[src/core/adcctl_defs.svh]
/*
 * adcctl_defs.svh: register offsets, field positions, reset values and
 * timing counts of the converter control block.
 * Assumes inclusion by bare name from design files under core/.
 */
`ifndef ADCCTL_DEFS_SVH
`define ADCCTL_DEFS_SVH

`define ADCCTL_OFS_CONFIG      4'h0
`define ADCCTL_OFS_CLKDIV      4'h4
`define ADCCTL_OFS_IRQ_STATUS  4'h8
`define ADCCTL_OFS_IRQ_ENABLE  4'hC
`define ADCCTL_OFS_IRQ_CLEAR   4'h8
`define ADCCTL_ADDR_W          4

`define ADCCTL_BIT_REF         7
`define ADCCTL_BIT_GO          3
`define ADCCTL_CFG_RST         8'h00
`define ADCCTL_DIV_RST         8'h00
`define ADCCTL_CFG_WMASK       8'hEF

`define ADCCTL_REF_PERIOD_NS   1736
`define ADCCTL_CLK_PERIOD_NS   10
`define ADCCTL_DIV_DEFAULT     8'hAD
`define ADCCTL_CONV_CLOCKS     8'h0E

`define ADCCTL_IRQ_DONE        0

`endif

[src/core/adcctl_pkg.sv]
/*
 * adcctl_pkg: types of the converter control block.
 * Assumes adcctl_defs.svh holds the numbers.
 */
package adcctl_pkg;

   typedef enum logic [1:0] {
      ADCCTL_JUST_RIGHT  = 2'h0,
      ADCCTL_JUST_SIGNED = 2'h1,
      ADCCTL_JUST_LEFT   = 2'h2,
      ADCCTL_JUST_RSVD   = 2'h3
   } adcctl_just_t;

   typedef struct packed {
      logic         reference_source_select;
      adcctl_just_t result_justify_select;
      logic         reserved;
      logic         convert_go_done;
      logic [2:0]   input_channel_select;
   } adcctl_cfg_t;

   typedef enum logic [1:0] {
      ADCCTL_ST_IDLE  = 2'h0,
      ADCCTL_ST_RUN   = 2'h1,
      ADCCTL_ST_DONE  = 2'h2
   } adcctl_state_t;

   typedef struct packed {
      logic       conv_active;
      logic       ref_external;
      logic [1:0] justify;
      logic [2:0] channel;
      logic       ref_clk;
      logic       start_pulse;
   } adcctl_front_t;

endpackage

[src/core/adcctl_top.sv]
/*
 * adcctl_top: digital control for an on-chip analog-to-digital converter,
 * with an AXI4-Lite register slave and a conversion-done interrupt.
 * Assumes one clock aclk at 100 MHz, synchronous active-low reset, and a
 * front end that samples on ref_clk edges and reports via conv_ready.
 */
// The placing of the registers and register access over AXI4-Lite were chosen for this implementation.
// Notes on behaviour
// - reference bit 0 selects analog supply, 1 selects external pin G3
// - justify field: 00 right, 01 signed, 10 left, 11 reserved
// - writing 1 to go/done starts a new conversion unless one is already in progress
// - go/done reads 1 while a conversion is in progress
// - go/done reads 0 once the latest conversion has finished
// - channel field codes 000..111 route port G pins 0..7 to input
// - divider count sets the converter reference clock period
`timescale 1ns/1ps
`default_nettype none
`include "adcctl_defs.svh"

module adcctl_top (
   input  wire logic        aclk,
   input  wire logic        aresetn,
   input  wire logic        clk_en,
   input  wire logic [3:0]  s_axi_awaddr,
   input  wire logic        s_axi_awvalid,
   output var  logic        s_axi_awready,
   input  wire logic [31:0] s_axi_wdata,
   input  wire logic [3:0]  s_axi_wstrb,
   input  wire logic        s_axi_wvalid,
   output var  logic        s_axi_wready,
   output var  logic [1:0]  s_axi_bresp,
   output var  logic        s_axi_bvalid,
   input  wire logic        s_axi_bready,
   input  wire logic [3:0]  s_axi_araddr,
   input  wire logic        s_axi_arvalid,
   output var  logic        s_axi_arready,
   output var  logic [31:0] s_axi_rdata,
   output var  logic [1:0]  s_axi_rresp,
   output var  logic        s_axi_rvalid,
   input  wire logic        s_axi_rready,
   input  wire logic        conv_ready,
   output var  logic [7:0]  port_g_analog_en,
   output var  logic        port_g_bit3_ref_in,
   output var  adcctl_pkg::adcctl_front_t front_ff,
   output var  logic        irq
);

   adcctl_pkg::adcctl_cfg_t   cfg_ff;
   logic [7:0]                div_ff;
   logic [7:0]                div_cnt_ff;
   logic [7:0]                conv_cnt_ff;
   adcctl_pkg::adcctl_state_t state_ff;
   logic                      irq_stat_ff;
   logic                      irq_en_ff;
   logic [3:0]                awaddr_ff;
   logic [31:0]               wdata_ff;
   logic [3:0]                wstrb_ff;
   logic                      aw_have_ff;
   logic                      w_have_ff;
   logic                      ref_tick;
   logic                      do_write;
   logic                      go_write;
   logic                      conv_finish;
   logic [31:0]               nxt_rdata;
   logic [1:0]                nxt_rresp;

   function automatic logic addr_hit(input logic [3:0] a,
                                     input logic [3:0] ofs);
      addr_hit = (a[3:2] == ofs[3:2]);
   endfunction

   // one fires on each write response: address and data both held
   assign do_write = aw_have_ff && w_have_ff && !s_axi_bvalid;
   assign go_write = do_write && wstrb_ff[0]
                  && addr_hit(awaddr_ff, `ADCCTL_OFS_CONFIG)
                  && wdata_ff[`ADCCTL_BIT_GO];
   // end at divider period boundary after enough ticks, or early ready
   assign ref_tick = (div_cnt_ff == 8'h00);
   assign conv_finish = (state_ff == adcctl_pkg::ADCCTL_ST_RUN)
                     && (conv_ready
                         || (ref_tick && conv_cnt_ff == 8'h00));

   // write channel capture, accepted in either order
   always_ff @(posedge aclk) begin
      if (!aresetn) begin
         aw_have_ff    <= 1'b0;
         w_have_ff     <= 1'b0;
         awaddr_ff     <= 4'h0;
         wdata_ff      <= 32'h00000000;
         wstrb_ff      <= 4'h0;
         s_axi_awready <= 1'b0;
         s_axi_wready  <= 1'b0;
         s_axi_bvalid  <= 1'b0;
         s_axi_bresp   <= 2'h0;
      end else if (clk_en) begin
         s_axi_awready <= !aw_have_ff && !s_axi_awready;
         s_axi_wready  <= !w_have_ff && !s_axi_wready;
         if (s_axi_awvalid && s_axi_awready) begin
            aw_have_ff <= 1'b1;
            awaddr_ff  <= s_axi_awaddr;
            s_axi_awready <= 1'b0;
         end
         if (s_axi_wvalid && s_axi_wready) begin
            w_have_ff <= 1'b1;
            wdata_ff  <= s_axi_wdata;
            wstrb_ff  <= s_axi_wstrb;
            s_axi_wready <= 1'b0;
         end
         if (do_write) begin
            s_axi_bvalid <= 1'b1;
            s_axi_bresp  <= addr_hit(awaddr_ff, `ADCCTL_OFS_IRQ_CLEAR)
                            ? 2'h2 : 2'h0;
         end
         if (s_axi_bvalid && s_axi_bready) begin
            s_axi_bvalid <= 1'b0;
            aw_have_ff   <= 1'b0;
            w_have_ff    <= 1'b0;
         end
      end
   end

   // configuration and divider; status offset doubles as write-only clear
   always_ff @(posedge aclk) begin
      if (!aresetn) begin
         cfg_ff    <= `ADCCTL_CFG_RST;
         div_ff    <= `ADCCTL_DIV_DEFAULT;
         irq_en_ff <= 1'b0;
      end else if (clk_en) begin
         if (do_write && wstrb_ff[0]) begin
            if (addr_hit(awaddr_ff, `ADCCTL_OFS_CONFIG)) begin
               // go bit is owned by the sequencer, so a 0 cannot abort
               cfg_ff <= (wdata_ff[7:0] & `ADCCTL_CFG_WMASK
                          & ~(8'h01 << `ADCCTL_BIT_GO))
                       | {4'h0, cfg_ff.convert_go_done | go_write,
                          3'h0};
            end
            if (addr_hit(awaddr_ff, `ADCCTL_OFS_CLKDIV))
               div_ff <= wdata_ff[7:0];
            if (addr_hit(awaddr_ff, `ADCCTL_OFS_IRQ_ENABLE))
               irq_en_ff <= wdata_ff[`ADCCTL_IRQ_DONE];
         end
         if (conv_finish)
            cfg_ff.convert_go_done <= 1'b0;
      end
   end

   // sequencer: reference clock divider and conversion length
   always_ff @(posedge aclk) begin
      if (!aresetn) begin
         state_ff    <= adcctl_pkg::ADCCTL_ST_IDLE;
         div_cnt_ff  <= 8'h00;
         conv_cnt_ff <= 8'h00;
         front_ff    <= '0;
      end else if (clk_en) begin
         front_ff.start_pulse <= 1'b0;
         div_cnt_ff <= ref_tick ? div_ff : div_cnt_ff - 8'h01;
         if (ref_tick)
            front_ff.ref_clk <= ~front_ff.ref_clk;
         case (state_ff)
            adcctl_pkg::ADCCTL_ST_IDLE,
            adcctl_pkg::ADCCTL_ST_DONE: begin
               if (go_write) begin
                  state_ff    <= adcctl_pkg::ADCCTL_ST_RUN;
                  conv_cnt_ff <= `ADCCTL_CONV_CLOCKS;
                  front_ff.start_pulse <= 1'b1;
                  front_ff.conv_active <= 1'b1;
               end
            end
            adcctl_pkg::ADCCTL_ST_RUN: begin
               if (conv_finish) begin
                  state_ff <= adcctl_pkg::ADCCTL_ST_DONE;
                  front_ff.conv_active <= 1'b0;
               end else if (ref_tick)
                  conv_cnt_ff <= conv_cnt_ff - 8'h01;
            end
            default: state_ff <= adcctl_pkg::ADCCTL_ST_IDLE;
         endcase
         front_ff.ref_external <= cfg_ff.reference_source_select;
         front_ff.justify  <= cfg_ff.result_justify_select;
         front_ff.channel  <= cfg_ff.input_channel_select;
      end
   end

   // pin routing follows config
   always_ff @(posedge aclk) begin
      if (!aresetn) begin
         port_g_analog_en   <= 8'h00;
         port_g_bit3_ref_in <= 1'b0;
      end else if (clk_en) begin
         port_g_analog_en <= 8'h01 << cfg_ff.input_channel_select;
         port_g_bit3_ref_in <= cfg_ff.reference_source_select;
      end
   end

   // interrupt: set wins over a clear in the same cycle
   always_ff @(posedge aclk) begin
      if (!aresetn) begin
         irq_stat_ff <= 1'b0;
         irq         <= 1'b0;
      end else if (clk_en) begin
         if (conv_finish)
            irq_stat_ff <= 1'b1;
         else if (do_write && wstrb_ff[0]
                  && addr_hit(awaddr_ff, `ADCCTL_OFS_IRQ_CLEAR)
                  && wdata_ff[`ADCCTL_IRQ_DONE])
            irq_stat_ff <= 1'b0;
         irq <= irq_stat_ff && irq_en_ff;
      end
   end

   always_comb begin
      nxt_rresp = 2'h0;
      case (s_axi_araddr[3:2])
         2'h0: nxt_rdata = {24'h000000, cfg_ff};
         2'h1: nxt_rdata = {24'h000000, div_ff};
         2'h2: nxt_rdata = {31'h00000000, irq_stat_ff};
         2'h3: nxt_rdata = {31'h00000000, irq_en_ff};
         default: nxt_rdata = 32'h00000000;
      endcase
   end

   // read channel: one cycle arready, data the next
   always_ff @(posedge aclk) begin
      if (!aresetn) begin
         s_axi_arready <= 1'b0;
         s_axi_rvalid  <= 1'b0;
         s_axi_rdata   <= 32'h00000000;
         s_axi_rresp   <= 2'h0;
      end else if (clk_en) begin
         s_axi_arready <= !s_axi_rvalid && !s_axi_arready;
         if (s_axi_arvalid && s_axi_arready) begin
            s_axi_arready <= 1'b0;
            s_axi_rvalid  <= 1'b1;
            s_axi_rdata   <= nxt_rdata;
            s_axi_rresp   <= nxt_rresp;
         end else if (s_axi_rvalid && s_axi_rready)
            s_axi_rvalid <= 1'b0;
      end
   end

   a_go_starts_run: assert property (
      @(posedge aclk) disable iff (!aresetn)
      clk_en && go_write && state_ff != adcctl_pkg::ADCCTL_ST_RUN
      |=> state_ff == adcctl_pkg::ADCCTL_ST_RUN && cfg_ff.convert_go_done)
      else $error("go write did not start conversion");
   a_busy_reads_one: assert property (
      @(posedge aclk) disable iff (!aresetn)
      state_ff == adcctl_pkg::ADCCTL_ST_RUN |-> cfg_ff.convert_go_done)
      else $error("go bit low while running");
   a_done_reads_zero: assert property (
      @(posedge aclk) disable iff (!aresetn)
      clk_en && conv_finish |=> !cfg_ff.convert_go_done)
      else $error("go bit stuck after finish");
   a_zero_no_abort: assert property (
      @(posedge aclk) disable iff (!aresetn)
      clk_en && state_ff == adcctl_pkg::ADCCTL_ST_RUN && !conv_finish
      |=> state_ff == adcctl_pkg::ADCCTL_ST_RUN)
      else $error("conversion aborted");
   a_channel_route: assert property (
      @(posedge aclk) disable iff (!aresetn)
      clk_en && $stable(cfg_ff) ##1 clk_en
      |-> port_g_analog_en == (8'h01 << $past(cfg_ff.input_channel_select)))
      else $error("channel routing wrong");
   a_ref_select: assert property (
      @(posedge aclk) disable iff (!aresetn)
      clk_en |=> port_g_bit3_ref_in == $past(cfg_ff.reference_source_select))
      else $error("reference select wrong");
   a_justify_pass: assert property (
      @(posedge aclk) disable iff (!aresetn)
      clk_en |=> front_ff.justify == $past(cfg_ff.result_justify_select))
      else $error("justify not passed");
   a_div_reload: assert property (
      @(posedge aclk) disable iff (!aresetn)
      clk_en && ref_tick |=> div_cnt_ff == $past(div_ff))
      else $error("divider did not reload");
   a_cfg_layout: assert property (
      @(posedge aclk) disable iff (!aresetn)
      !cfg_ff.reserved)
      else $error("reserved bit set");
   // a zero written to go while running must leave the busy bit alone
   a_zero_keeps_go: assert property (
      @(posedge aclk) disable iff (!aresetn)
      clk_en && do_write && wstrb_ff[0]
      && addr_hit(awaddr_ff, `ADCCTL_OFS_CONFIG)
      && !wdata_ff[`ADCCTL_BIT_GO] && !conv_finish
      |=> cfg_ff.convert_go_done == $past(cfg_ff.convert_go_done))
      else $error("zero write changed go bit");
   a_start_launch: assert property (
      @(posedge aclk) disable iff (!aresetn)
      clk_en && go_write && state_ff != adcctl_pkg::ADCCTL_ST_RUN
      |=> front_ff.start_pulse && front_ff.conv_active)
      else $error("front end not started");
   a_active_mirror: assert property (
      @(posedge aclk) disable iff (!aresetn)
      front_ff.conv_active == (state_ff == adcctl_pkg::ADCCTL_ST_RUN))
      else $error("front end activity disagrees with state");
   a_ref_toggle: assert property (
      @(posedge aclk) disable iff (!aresetn)
      clk_en && ref_tick |=> front_ff.ref_clk != $past(front_ff.ref_clk))
      else $error("reference clock did not toggle");
   a_tick_count: assert property (
      @(posedge aclk) disable iff (!aresetn)
      clk_en && state_ff == adcctl_pkg::ADCCTL_ST_RUN && ref_tick
      && !conv_finish |=> conv_cnt_ff == $past(conv_cnt_ff) - 8'h01)
      else $error("conversion length count skipped");
   // a low enable must hold the sequencer, so the busy bit stays honest
   a_freeze_hold: assert property (
      @(posedge aclk) disable iff (!aresetn)
      !clk_en |=> $stable(state_ff) && $stable(cfg_ff)
      && $stable(div_cnt_ff))
      else $error("state moved while clock enable low");
   a_done_flags: assert property (
      @(posedge aclk) disable iff (!aresetn)
      clk_en && conv_finish |=> irq_stat_ff)
      else $error("finish did not set status");

endmodule

`default_nettype wire

[config.mk]
export PLATFORM = sky130hd
export DESIGN_NAME = adcctl_top
export DESIGN_NICKNAME = d
export VERILOG_FILES = /design/src/core/adcctl_pkg.sv /design/src/core/adcctl_top.sv
export VERILOG_INCLUDE_DIRS = /design/src /design/src/core
export SDC_FILE = /design/constraint.sdc
export NUM_CORES = 1
export LEC_CHECK = 0
export BUFFER_PORTS_ARGS = -buffer_cell sky130_fd_sc_hd__buf_2
export CAP_MARGIN = 20
export CORE_MARGIN = 2
export CORE_UTILIZATION = 45
export DETAILED_ROUTE_END_ITERATION = 10
export GPL_TIMING_DRIVEN = 0
export PLACE_DENSITY = 0.75
export RECOVER_POWER = 50
export REMOVE_ABC_BUFFERS = 1
export SYNTH_ARGS = -nofsm -noshare
export SYNTH_HDL_FRONTEND = slang
export SYNTH_SLANG_ARGS = --single-unit
[constraint.sdc]
create_clock -name aclk -period 2.3 [get_ports aclk]
set_clock_uncertainty 0.05 [all_clocks]
set_input_delay 0.23 -clock aclk [delete_from_list [all_inputs] [get_ports aclk]]
set_output_delay 0.23 -clock aclk [all_outputs]
set_load 0.02 [all_outputs]
==> impl_metrics.ini <==
[detailed_routing]
vias = 3161
drtPass1Iterations = 4
drtIter0Drc = 215
drc = 0
wire_per_inst_um = 14.4
via_per_inst = 5.46
wl_mm = 8.33
postRouteAntennaNets = 0

[power_and_ir_drop]
p_per_area_mw_per_mm2 = 855
seq_power_share = 0.453
p_comb_frac = 0.237
intPower_mw = 2.35
p_sw_mw = 1.11
p_leak_nw = 1.62
power_mw = 3.47
peakVddDrop_v = 0.000351
swShare = 0.321
clkPwrFrac = 0.309

[global_route]
grt_max_degree = 65
grt_pass1_wl_mm = 13.4
grt_usage = 0.190
grt_antenna_before_repair = 0
overflow = 0
grt_pass1_vias = 2841

[synth]
synth_top_family_by_area = simple AND/OR/NAND/NOR gates
synthSimpleGateAreaFrac = 0.233
ys_warn_count = 0
synth_top_cell_area_share = 0.434
avgSynthCellArea_um2 = 8.52
synth_area_leaders = dfxtp_1 (43%), a21oi_1 (6.5%), nand2_1 (6.3%)
ys_seq_area_frac = 0.434
synth_cells = 433
synthMuxAreaShare = 0.0746
yosysTopAreaCell = dfxtp_1
ys_ff_latch = 80
netlist_area_mm2 = 0.00369
async_reset_ff_frac = 0
synth_compound_area_frac = 0.147
synthFlopType = dfxtp_1
synth_adder_area_share = 0.0136
synthXorXnorAreaFrac = 0.00237
synth-edff-count = 0
synth_cell_types = 59

[worst_setup_path]
arrival_ns = 2.38
r2r_slack_ns = 0.10
crit-reg2reg-launch = div_cnt_ff[2]
reg2reg_to = conv_cnt_ff[4]
crit_required_ns = 2.48
path_max_fanout = 14
worst_r2r_path_depth = 4
setup.worst_path.class = flop to flop
critPathLaunchType = flop
end_kind = flop

[final_layout]
diodes = 0
fin_util = 0.501
area_growth_pct = 9.90
drive_gt1_frac = 0.103
finish.instance_area_mm2 = 0.00406
layout.nets = 527

[die]
die_y_um = 94.6
fp-row-count = 33
io_pins = 113
start_util = 0.456
die_x_um = 94.6
coreArea_mm2 = 0.00809
die_area_mm2 = 0.00894

[place]
io_buffers = 54
gp_congestion = 0.840
dp.final_hpwl_mm = 5.46
place_area_mm2 = 0.00388

[flow_run]
drv_cap = 0

[hold_path]
hold_path_end = wdata_ff[1]
hold_path.class = primary input to flop
min_path_cells = 3
holdCritStartpoint = s_axi_wdata[1]

[sta]
fmax_ghz = 0.455
worst_slew_pin_slew_ns = 1.06
rsz0062_at_grt = no
slew_headroom = 0.293
fin_crit_ns = 2.20
final_max_slew_viol_count = 0
finalCritPeriodShare = 0.955
hold_violations = 0
timing.setup.tns_ns = 0
setup_viol = 0

[clock_network]
clkSlewWorstSetupHoldPaths_ns = 0.09
clockBufferDepth = 2
cts_hold_buf = 0
cts.sink_count = 80
cts_max_level = 3
insertion_delay_ns = 0.35
cts_made_buffers = 9
cts_tree = done
clockRootBuffer = clkbuf_8

[status]
status = finished, final reports clean
-- cell usage in the layout, fill, tap and decap left out, types with 3 or more instances in the layout --
master,count
a21oi_1,48
nor3b_1,3
o31ai_1,3
nand4_1,5
nor2_1,40
nand3b_1,5
and3_1,5
a311o_1,3
nor4_1,3
buf_2,21
o21ai_0,6
nor3_1,19
mux2i_1,23
inv_1,9
clkbuf_8,11
conb_1,27
nand2_1,62
nand3_1,7
nand2b_1,3
nand4b_1,5
clkbuf_1,33
dfxtp_1,80
ha_1,4
a211oi_1,6
-- power groups by stage --
stage / clock, mW / sequential [mW] / combinational (mW)
6_report: 1.07 / 1.57 / 0.823
5_1_grt: 1.15 / 1.59 / 0.904
4_1_cts: 1.09 / 1.57 / 0.810
3_5_place_dp: 0 / 1.59 / 0.797
3_3_place_gp: 0 / 1.58 / 0.769
2_1_floorplan: 0 / 1.59 / 0.589
-- repair_timing --
action                                  4_1_cts  5_1_grt
endpoints found under the setup margin       12        1
resized for setup                             1        1
buffers inserted                              0        0
-- layer usage --
metal	part of all wire	vias up	routed length, um	global-route usage
li1	-	1542	-	-
met1	0.45	1509	3740	0.253
met2	0.48	104	3990	0.314
met3	0.060	6	501	0.0279
met4	0.012	0	97	0.0725
met5	0	-	0	0
-- worst max-delay path, stage by stage, from the launching register on --
cell and delay [ns]:
dfxtp_1 0.38, nor4_4 0.69, and4_1 0.45, a21oi_2 0.16, a311o_1 0.37
-- flip-flops by register name, summed over array words and instances, names as in the netlist, 2 cells and up --
register	flops
awaddr_ff	2
cfg_ff	7
conv_cnt_ff	8
div_cnt_ff	8
div_ff	8
front_ff	8
port_g_analog_en	8
s_axi_rdata	8
state_ff	2
wdata_ff	8
-- cell usage after synthesis (all sizes together) (3+ instances only) --
master,n
dfxtp,80
nand2b,3
buf,33
o21ai,6
and3,5
nor4,4
ha,4
o31ai,3
nand4,5
nand3b,5
a21oi,49
nand3,7
mux2i,23
nor2,40
nor3b,4
clkbuf,21
a211oi,6
inv,10
a311o,3
nand2,62
nor3,19
nand4b,5
-- cell type report --
type / instances / area, um^2
clock buffers: 11 / 151
flip-flops and latches: 80 / 1600
fillers: 798 / 4040
inverters: 10 / 37.5
multi-input cells: 315 / 1850
repair buffers: 54 / 229
well taps: 105 / 131
clock inverters: 4 / 52.6
-- how the worst max path moves through the flow --
stage / startpoint / end / slack (ns)
after floorplan: div_cnt_ff[2] / conv_cnt_ff[7] / 0.23
final: div_cnt_ff[2] / conv_cnt_ff[4] / 0.10
after global routing: div_cnt_ff[2] / conv_cnt_ff[4] / 0.003
after CTS: div_cnt_ff[2] / conv_cnt_ff[4] / 0.13
after detailed placement: div_cnt_ff[2] / conv_cnt_ff[4] / -0.19
after global placement: div_cnt_ff[2] / conv_cnt_ff[7] / -0.12
-- through the flow --
stage,cells,setup WS (ns),hold WS (ns)
after global routing,579,0.00265,0.0656
after floorplan,405,0.226,0.242
after detailed placement,564,-0.188,0.404
final,579,0.104,0.0648
after global placement,564,-0.117,0.392
after CTS,579,0.134,0.0582
-- cell families after synthesis --
group           Yosys count
compound gates           86
xor+xnor                  1
fa+ha+maj                 4
buf+inv                  64
flops                    80
mux                      26
other cells               1
simple gates            171
Power figures use the tool's default switching activity.
